===== src/shared/amsom_pkg.sv =====
// constants and carrier types for the converter mode select and output mux
// assumes a 100 MHz system clock and a slower sample clock arriving as a pin
package amsom_pkg;
  // ==================================================================
  // widths
  localparam int SMP_W  = 14;  // raw signed core result, wider than a word
  localparam int WORD_W = 12;  // output word width
  localparam int REG_N  = 16;  // serial-mode register count
  localparam int REG_W  = 16;  // stored bits per register
  // ==================================================================
  // register indexes, byte address is four times the index
  localparam logic [3:0] REG_CFG    = 4'h0;
  localparam logic [3:0] REG_GAIN_I = 4'h1;
  localparam logic [3:0] REG_OFS_I  = 4'h2;
  localparam logic [3:0] REG_GAIN_Q = 4'h3;
  localparam logic [3:0] REG_OFS_Q  = 4'h4;
  localparam logic [3:0] REG_STAT   = 4'hf;
  // ==================================================================
  // configuration field positions
  localparam int CFG_PHASE_BIT  = 14;
  localparam int CFG_DOWN_I_BIT = 11;
  localparam int CFG_DOWN_Q_BIT = 10;
  localparam int CFG_IL_BIT     = 7;
  localparam int CFG_QSEL_BIT   = 6;
  localparam int CFG_BOTH_BIT   = 5;
  localparam int GAIN_SHIFT     = 14;  // gain of 1 << 14 is unity
  localparam int OFS_SIGN_BIT   = 12;  // offset is sign plus 12-bit magnitude
  // ==================================================================
  // reset values
  localparam logic [15:0] CFG_RST  = 16'h0000;
  localparam logic [15:0] GAIN_RST = 16'h4000;
  localparam logic [15:0] OFS_RST  = 16'h0000;
  // ==================================================================
  // saturation limits and offset-binary flip
  localparam logic signed [16:0] FS_NEG   = 17'h1f800;
  localparam logic signed [16:0] FS_POS   = 17'h007ff;
  localparam logic [11:0]        MID_FLIP = 12'h800;
  localparam logic [11:0]        ALL_ONE  = 12'hfff;
  localparam logic [11:0]        ALL_ZERO = 12'h000;
  // ==================================================================
  // pin vector positions
  localparam int PIN_XCTL   = 0;
  localparam int PIN_IL     = 1;
  localparam int PIN_ONE    = 2;
  localparam int PIN_PH     = 3;
  localparam int PIN_PAT    = 4;
  localparam int PIN_DOWN_I = 5;
  localparam int PIN_DOWN_Q = 6;
  localparam int PIN_LNK    = 7;
  localparam int PIN_N      = 8;
  localparam logic [7:0] PIN_RST = 8'h01;  // filters start in pin control, link low
  // ==================================================================
  // timing: default half sample period before the first measurement
  localparam int LINK_PERIOD_NS = 125;
  localparam int CLK_PERIOD_NS  = 10;
  localparam logic [7:0] LINK_HALF_CYC = 8'(LINK_PERIOD_NS / (2 * CLK_PERIOD_NS));
  // ==================================================================
  // carriers
  typedef struct packed {
    logic [11:0] bus_a;  // first bus of the channel
    logic [11:0] bus_b;  // second bus, used in demux setting
    logic        over;   // out-of-range flag
    logic        dclk;   // output data clock
    logic        oe;     // bus drive enable, low means high impedance
  } amsom_chan_t;
  typedef struct packed {
    logic il;      // interleaved sampling
    logic qsel;    // interleave takes the q input
    logic both;    // interleave takes both inputs
    logic single;  // one bus per channel
    logic ph90;    // data midway between clock edges
    logic pat;     // test pattern replaces data
    logic pd_i;    // i channel powered down
    logic pd_q;    // q channel powered down
  } amsom_cfg_t;
endpackage : amsom_pkg


===== src/hw/amsom_top.sv =====
// control and output routing of a dual-channel 12-bit converter
// assumes core results on clk_sys, control pins and sample clock asynchronous
`timescale 1ns/1ps
module amsom_top (
  // clock and reset
  input  wire logic                 clk_sys,
  input  wire logic                 rst_b,
  // control pins and sample clock, asynchronous
  input  wire logic                 extended_ctrl_enable_n,
  input  wire logic                 interleave_pin,
  input  wire logic                 single_bus_select,
  input  wire logic                 double_rate_phase_select,
  input  wire logic                 pattern_output_select,
  input  wire logic                 powerdown_i_chan,
  input  wire logic                 powerdown_q_chan,
  input  wire logic                 sample_clk,
  // core results on clk_sys
  input  wire logic signed [13:0]   core_i,
  input  wire logic signed [13:0]   core_q,
  // apb slave
  input  wire logic                 psel,
  input  wire logic                 penable,
  input  wire logic                 pwrite,
  input  wire logic [7:0]           paddr,
  input  wire logic [31:0]          pwdata,
  output logic [31:0]               prdata,
  output logic                      pready,
  output logic                      pslverr,
  // output buses
  output amsom_pkg::amsom_chan_t    chan_i_out,
  output amsom_pkg::amsom_chan_t    chan_q_out
);
  // ==================================================================
  // pin synchronisers
  logic [7:0] pin_raw;   // gathered pins
  logic [7:0] s1_reg;    // first stage, read only by s2
  logic [7:0] s2_reg;
  logic [7:0] s3_reg;
  logic [7:0] flt_reg;   // accepted pin levels
  logic [7:0] flt_next;
  logic [7:0] agree;
  assign pin_raw = {sample_clk, powerdown_q_chan, powerdown_i_chan, pattern_output_select,
                    double_rate_phase_select, single_bus_select, interleave_pin,
                    extended_ctrl_enable_n};
  assign agree    = ~(s2_reg ^ s3_reg);
  assign flt_next = (agree & s3_reg) | (~agree & flt_reg);
  // three stages, a change counts once stages two and three agree
  always_ff @(posedge clk_sys or negedge rst_b) begin
    if (!rst_b) begin
      s1_reg  <= amsom_pkg::PIN_RST;
      s2_reg  <= amsom_pkg::PIN_RST;
      s3_reg  <= amsom_pkg::PIN_RST;
      flt_reg <= amsom_pkg::PIN_RST;
    end else begin
      s1_reg  <= pin_raw;
      s2_reg  <= s1_reg;
      s3_reg  <= s2_reg;
      flt_reg <= flt_next;
    end
  end
  // sample clock edges, one cycle pulses
  logic lnk_rise;
  logic lnk_fall;
  assign lnk_rise = flt_next[amsom_pkg::PIN_LNK] & ~flt_reg[amsom_pkg::PIN_LNK];
  assign lnk_fall = ~flt_next[amsom_pkg::PIN_LNK] & flt_reg[amsom_pkg::PIN_LNK];
  // ==================================================================
  // register file
  logic [15:0] regs_q [16];   // serial-mode registers
  logic        pin_mode;      // pins own the configuration
  logic [3:0]  idx;
  logic        mapped;
  logic        wr_take;
  assign pin_mode = flt_reg[amsom_pkg::PIN_XCTL];
  assign idx      = paddr[5:2];
  assign mapped   = (paddr[7:6] == 2'b00);
  assign wr_take  = psel & penable & pready & pwrite & mapped & ~pin_mode;
  function automatic logic [15:0] reg_default(input int k);
    if (k == 1 || k == 3) begin
      return amsom_pkg::GAIN_RST;
    end else if (k == 0) begin
      return amsom_pkg::CFG_RST;
    end
    return amsom_pkg::OFS_RST;
  endfunction : reg_default
  // sixteen words, pin mode forces them back to defaults
  for (genvar k = 0; k < amsom_pkg::REG_N; k++) begin : g_reg
    always_ff @(posedge clk_sys or negedge rst_b) begin
      if (!rst_b) begin
        regs_q[k] <= reg_default(k);
      end else if (pin_mode) begin
        regs_q[k] <= reg_default(k);
      end else if (wr_take && idx == 4'(k) && idx != amsom_pkg::REG_STAT) begin
        regs_q[k] <= pwdata[15:0];
      end
    end
  end
  // ==================================================================
  // effective configuration
  amsom_pkg::amsom_cfg_t cfg;
  logic [15:0] creg;
  assign creg      = regs_q[amsom_pkg::REG_CFG];
  assign cfg.il    = pin_mode ? flt_reg[amsom_pkg::PIN_IL] : creg[amsom_pkg::CFG_IL_BIT];
  assign cfg.qsel  = ~pin_mode & creg[amsom_pkg::CFG_QSEL_BIT];
  assign cfg.both  = ~pin_mode & creg[amsom_pkg::CFG_BOTH_BIT];
  assign cfg.single = flt_reg[amsom_pkg::PIN_ONE];
  assign cfg.ph90  = pin_mode ? flt_reg[amsom_pkg::PIN_PH] : creg[amsom_pkg::CFG_PHASE_BIT];
  assign cfg.pat   = flt_reg[amsom_pkg::PIN_PAT];
  assign cfg.pd_i  = flt_reg[amsom_pkg::PIN_DOWN_I] | (~pin_mode & creg[amsom_pkg::CFG_DOWN_I_BIT]);
  assign cfg.pd_q  = flt_reg[amsom_pkg::PIN_DOWN_Q] | (~pin_mode & creg[amsom_pkg::CFG_DOWN_Q_BIT]);
  // ==================================================================
  // apb answer, zero wait states
  amsom_pkg::amsom_chan_t ch_reg [2];
  logic [15:0] rd_val;
  assign rd_val = (idx == amsom_pkg::REG_STAT) ? {6'h00, ch_reg[1].over, ch_reg[0].over, cfg} : regs_q[idx];
  // read data is latched in the setup cycle so it stands from a flop
  always_ff @(posedge clk_sys or negedge rst_b) begin
    if (!rst_b) begin
      pready  <= 1'b0;
      pslverr <= 1'b0;
      prdata  <= 32'h0000_0000;
    end else begin
      pready  <= psel & ~penable;
      pslverr <= psel & ~penable & ~mapped;
      prdata  <= (psel && !penable && mapped && !pwrite) ? {16'h0000, rd_val} : 32'h0000_0000;
    end
  end
  // ==================================================================
  // half sample period measure, used for the midway clock
  logic [7:0] hcnt_reg;
  logic [7:0] half_reg;
  always_ff @(posedge clk_sys or negedge rst_b) begin
    if (!rst_b) begin
      hcnt_reg <= 8'h00;
      half_reg <= amsom_pkg::LINK_HALF_CYC;
    end else if (lnk_rise || lnk_fall) begin
      hcnt_reg <= 8'h00;
      half_reg <= hcnt_reg + 8'h01;
    end else if (hcnt_reg != 8'hff) begin
      hcnt_reg <= hcnt_reg + 8'h01;
    end
  end
  // ==================================================================
  // saturation to offset binary, flag in bit 12
  function automatic logic [12:0] sat_code(input logic signed [16:0] v);
    if (v < amsom_pkg::FS_NEG) begin
      return {1'b1, amsom_pkg::ALL_ZERO};
    end else if (v > amsom_pkg::FS_POS) begin
      return {1'b1, amsom_pkg::ALL_ONE};
    end
    return {1'b0, v[11:0] ^ amsom_pkg::MID_FLIP};
  endfunction : sat_code
  // ==================================================================
  // converter events and input routing
  logic [1:0]        conv_ev;
  logic signed [13:0] src [2];
  assign conv_ev[0] = lnk_rise;
  assign conv_ev[1] = cfg.il ? lnk_fall : lnk_rise;
  // one input feeds both converters when interleaved, unless both is set; then i feeds the first and q the second
  assign src[0] = (cfg.il && cfg.qsel && !cfg.both) ? core_q : core_i;
  assign src[1] = (!cfg.il || cfg.qsel || cfg.both) ? core_q : core_i;
  logic [1:0]  pd_vec;
  logic [11:0] w_comb [2];   // word about to be written
  logic [1:0]  f_comb;
  logic [1:0]  lo_sat;
  assign pd_vec = {cfg.pd_q, cfg.pd_i};
  // ==================================================================
  // per channel datapath
  for (genvar c = 0; c < 2; c++) begin : g_ch
    logic [15:0]        gain;
    logic [15:0]        ofs;
    logic signed [29:0] prod;
    logic signed [16:0] scaled;
    logic signed [16:0] mag;
    logic signed [16:0] corr;
    logic [12:0]        sc;
    logic [11:0]        pat_reg;   // test pattern counter
    logic               bank_reg;  // next demux bus
    logic               pend_reg;  // clock toggle waiting midway
    logic [7:0]         cnt_reg;
    logic               tog;
    assign gain   = regs_q[c == 0 ? amsom_pkg::REG_GAIN_I : amsom_pkg::REG_GAIN_Q];
    assign ofs    = regs_q[c == 0 ? amsom_pkg::REG_OFS_I : amsom_pkg::REG_OFS_Q];
    assign prod   = src[c] * $signed({1'b0, gain[14:0]});
    assign scaled = 17'(prod >>> amsom_pkg::GAIN_SHIFT);
    assign mag    = $signed({5'h00, ofs[11:0]});
    assign corr   = ofs[amsom_pkg::OFS_SIGN_BIT] ? scaled - mag : scaled + mag;
    assign sc     = sat_code(corr);
    assign lo_sat[c] = sc[12] & (sc[11:0] == amsom_pkg::ALL_ZERO);
    assign w_comb[c] = cfg.pat ? pat_reg : sc[11:0];
    assign f_comb[c] = cfg.pat ? pat_reg[0] : sc[12];
    // clock toggles per word, or per pair in demux
    assign tog = conv_ev[c] & (cfg.single | bank_reg);
    // word and flag move together; the clock toggles in the same cycle unless ph90 defers it
    always_ff @(posedge clk_sys or negedge rst_b) begin
      if (!rst_b) begin
        ch_reg[c] <= '0;
        pat_reg   <= 12'h000;
        bank_reg  <= 1'b0;
        pend_reg  <= 1'b0;
        cnt_reg   <= 8'h00;
      end else begin
        ch_reg[c].oe <= ~pd_vec[c];
        if (conv_ev[c]) begin
          pat_reg        <= pat_reg + 12'h001;
          ch_reg[c].over <= f_comb[c];
          if (cfg.single) begin
            ch_reg[c].bus_a <= w_comb[c];
            bank_reg        <= 1'b0;
          end else if (!bank_reg) begin
            ch_reg[c].bus_a <= w_comb[c];
            bank_reg        <= 1'b1;
          end else begin
            ch_reg[c].bus_b <= w_comb[c];
            bank_reg        <= 1'b0;
          end
        end
        if (tog && !cfg.ph90) begin
          ch_reg[c].dclk <= ~ch_reg[c].dclk;
          pend_reg       <= 1'b0;
        end else if (tog) begin
          pend_reg <= 1'b1;
          cnt_reg  <= half_reg >> 1;
        end else if (pend_reg && cnt_reg == 8'h00) begin
          ch_reg[c].dclk <= ~ch_reg[c].dclk;
          pend_reg       <= 1'b0;
        end else if (pend_reg) begin
          cnt_reg <= cnt_reg - 8'h01;
        end
      end
    end
  end
  assign chan_i_out = ch_reg[0];
  assign chan_q_out = ch_reg[1];
endmodule : amsom_top


===== config.mk =====
export PLATFORM = sky130hd
export DESIGN_NAME = amsom_top
export DESIGN_NICKNAME = d
export VERILOG_FILES = /design/src/shared/amsom_pkg.sv /design/src/hw/amsom_top.sv
export SDC_FILE = /design/constraint.sdc
export NUM_CORES = 2
export LEC_CHECK = 0
export BUFFER_PORTS_ARGS = -buffer_cell sky130_fd_sc_hd__buf_4
export CELL_PAD_IN_SITES_DETAIL_PLACEMENT = 1
export CELL_PAD_IN_SITES_GLOBAL_PLACEMENT = 1
export CORE_MARGIN = 2
export CORE_UTILIZATION = 53
export DETAILED_ROUTE_END_ITERATION = 8
export PLACE_DENSITY = 0.92
export SLEW_MARGIN = 20
export SYNTH_ARGS = -nofsm -noshare
export SYNTH_HDL_FRONTEND = slang
export SYNTH_SLANG_ARGS = --single-unit

===== constraint.sdc =====
create_clock -name clk_sys -period 19.6 [get_ports clk_sys]
set_input_delay 3.92 -clock clk_sys [delete_from_list [all_inputs] [get_ports clk_sys]]
set_output_delay 3.92 -clock clk_sys [all_outputs]
set_load 0.02 [all_outputs]

==> metrics.md <==
| Metric | Value |
|---|---|
| Max reg flops | `between 150 and 200` |
| Most flops, register | `regs_q` |
| # clock sinks | `409` |
| Via Count | `30500` |
| Crit-path max FO | `15` |
| Layout cells sized above 1 | `a little over a tenth` |
| Resized cells post-CTS | `0` |
| Worst clock skew | `between 30 and 40 ps` |
| Syn Inst Count | `roughly 3800` |
| Die Area | `roughly 0.068 mm^2` |
| Total core area | `0.0655 mm^2` |
| Buffers added on ports | `approximately 130` |
| Most common cell after layout, fill and taps aside | `nand2_1` |
| Overall Global Routing Usage | `39.0%` |
| DRC viols | `0` |
| CP delay by family, top | `adder cells` |
| DP Wirelength | `~85 mm` |
| Antenna violations before repair | `12` |
| Nets | `roughly 4400` |
| Least-Margin Pin Slew | `~1100 ps` |
| Critical Path Start Type | `primary input` |
| Most frequent CP cell | `fa_1` |
| WS Path Type | `in -> reg` |
| CTS tree | `done` |
| Vias/cell | `between 6 and 7` |
| Placement Rows | `94` |
| Unrepaired setup endpoints after global routing | `no` |
| Period minus WS final | `between 10000 and 15000 ps` |
| Max incr delay on CP | `around 660 ps` |
| Pwr Density | `80.2 mW/mm^2` |
| Pre-CTS setup slack | `just under 6000 ps` |
| Post-route ant nets | `0` |
| Post-layout util | `58.1%` |
| Final setup margin | `6320 ps` |
| Total Power | `3.06 mW` |
| DR iter-0 viols | `between 2000 and 3000` |
| Final Hold Fails | `0` |
| Synth Cell Area | `0.0349 mm^2` |
| CTS Hold Bufs | `0` |
| Max transition margin | `around 26%` |
| Post-synth EDFFs | `0` |
| Die Y | `around 260 um` |
| Fin area | `around 0.038 mm^2` |
| Status | `finished, final reports clean` |
| Worst hold margin | `350 ps` |
| WL/cell | `about 28 um` |
| Grt ovf | `0` |
| Fin cells | `4696` |
| Vias in the first global route | `about 35000` |
| Final setup vio count | `0` |
| Leak | `between 15 and 20 nW` |
| DRT Pass-1 Iters | `5` |
| FMAX | `75.3 MHz` |
| Initial Util | `53.3%` |
| Clock buffer depth | `3` |
| Placed cell area | `between 0.03 and 0.04 mm^2` |
| Placed cells | `~4600` |
| Sequential fraction of the synthesis area | `just under 30%` |
| Arr. time, crit path | `~14000 ps` |
| Slowest CP cell | `nor3_2` |
| Yosys warns | `0` |
| CP Data Required Time | `around 20000 ps` |
| Flops & latches, synth | `409` |
| VDD IR-drop max | `approximately 0.070 mV` |
| H-tree depth | `2` |
| Cts bufs inserted | `44` |
| Fin crit share | `67.8%` |
| Crit. End Element | `flip-flop` |
| Commonest non-fill, non-tap cells in the layout | `nand2_1 (766), dfrtp_1 (401), inv_1 (365), a21oi_1 (357), fa_1 (308)` |
| Die width | `~260 um` |
| Max_cap viols | `0` |
| Clock transition at path regs | `about 70 ps` |
| Post-CTS setup buffers | `0` |
| Worst skew pair latency | `610 ps` |
| Routability-driven placement congestion ratio | `roughly 0.9` |
| I/O pins | `169` |
| Post-synth top flop | `dfrtp_1` |
| Mapped Avg Cell Area | `around 9.3 um^2` |
| Worst path bufs/invs | `7` |
| Sum Neg Setup Slack | `0 ps` |
| Root Driver | `clkbuf_16` |
| P&R area growth vs syn | `9.12%` |
| Async SR Flop Fraction | `100%` |
| First-pass GRT wire length | `200 mm` |
| Largest net degree at the start of global routing | `about 190` |
| Total wire length | `between 100 and 150 mm` |
| Tightest Hold Check Type | `reg -> reg` |
| Number of distinct library cells after synthesis | `between 80 and 90` |
| Max-slew violations | `0` |
[metal layers]
metal / GRT usage [%] / up-vias / share of wire (%)
met1: 43.5 / 15500 / 34
met3: 9.68 / 768 / 9.2
met4: 28.5 / 14 / 8.3
met2: 65.1 / 1882 / 48
li1: - / 12300 / -
met5: 0 / - / 0.062
[kinds of logic after synthesis]
logic type	Yosys count	share of synthesized area, %
buffers and inverters	571	6.38
DFF	409	29.4
adders and majority gates	572	27.1
other	1	0.0107
AOI/OAI and AO/OA	605	10.1
muxes	128	6.28
and+or+nand+nor	1364	17.9
xor gates and xnor gates	114	2.92
[path summary, 6_finish.rpt]
check | from | end | slack [ps] | cells after the start
max in group asynchronous | rst_b | pslverr | 12980 | 4
setup / recovery | core_q[2] | chan_q_out[16] | 6320 | 34
setup reg to reg | flip-flop | chan_q_out[16] | 7280 | 35
hold / removal | s1_reg[5] | s2_reg[5] | 350 | 0
min in group asynchronous | rst_b | chan_i_out[11] | 3340 | 1
hold reg to reg | s1_reg[5] | s2_reg[5] | 350 | 0
[synthesized netlist by cell type (18+ instances only)]
| cell type | n | area (um^2) |
|---|---|---|
| or2_2 | 19 | 119 |
| mux2i_1 | 31 | 310 |
| nor2b_1 | 150 | 938 |
| inv_1 | 365 | 1370 |
| nand2_1 | 766 | 2880 |
| mux2_2 | 25 | 282 |
| nand2b_1 | 29 | 181 |
| xnor2_1 | 78 | 683 |
| and2_1 | 91 | 569 |
| nor2_1 | 163 | 612 |
| nand3_1 | 37 | 185 |
| fa_1 | 308 | 6170 |
| o21ai_1 | 18 | 90.1 |
| a21o_1 | 29 | 218 |
| mux4_2 | 70 | 1580 |
| o21ai_0 | 87 | 435 |
| clkbuf_1 | 172 | 646 |
| dfrtp_1 | 401 | 10000 |
| ha_1 | 257 | 3220 |
| a21oi_1 | 357 | 1790 |
| nor3_1 | 25 | 125 |
| xor2_1 | 34 | 298 |
[power by group]
| group | total [mW] | internal (mW) | switching (mW) |
|---|---|---|---|
| combinational | 1.11 | 0.395 | 0.710 |
| sequential | 1.05 | 0.939 | 0.109 |
| clock | 0.902 | 0.512 | 0.390 |
| total | 3.06 | 1.85 | 1.21 |
[final cells by class]
| class | count | area [um^2] |
|---|---|---|
| Fill cell | 7357 | 27400 |
| Clock buffer | 62 | 1280 |
| Clock inverter | 19 | 218 |
| Timing Repair Buffer | 172 | 1310 |
| Sequential cell | 409 | 10200 |
| Antenna cell | 4 | 10.0 |
| Inverter | 367 | 1380 |
| Multi-Input combinational cell | 2799 | 22600 |
| Tap cell | 864 | 1080 |
Power figures use the tool's default switching activity.
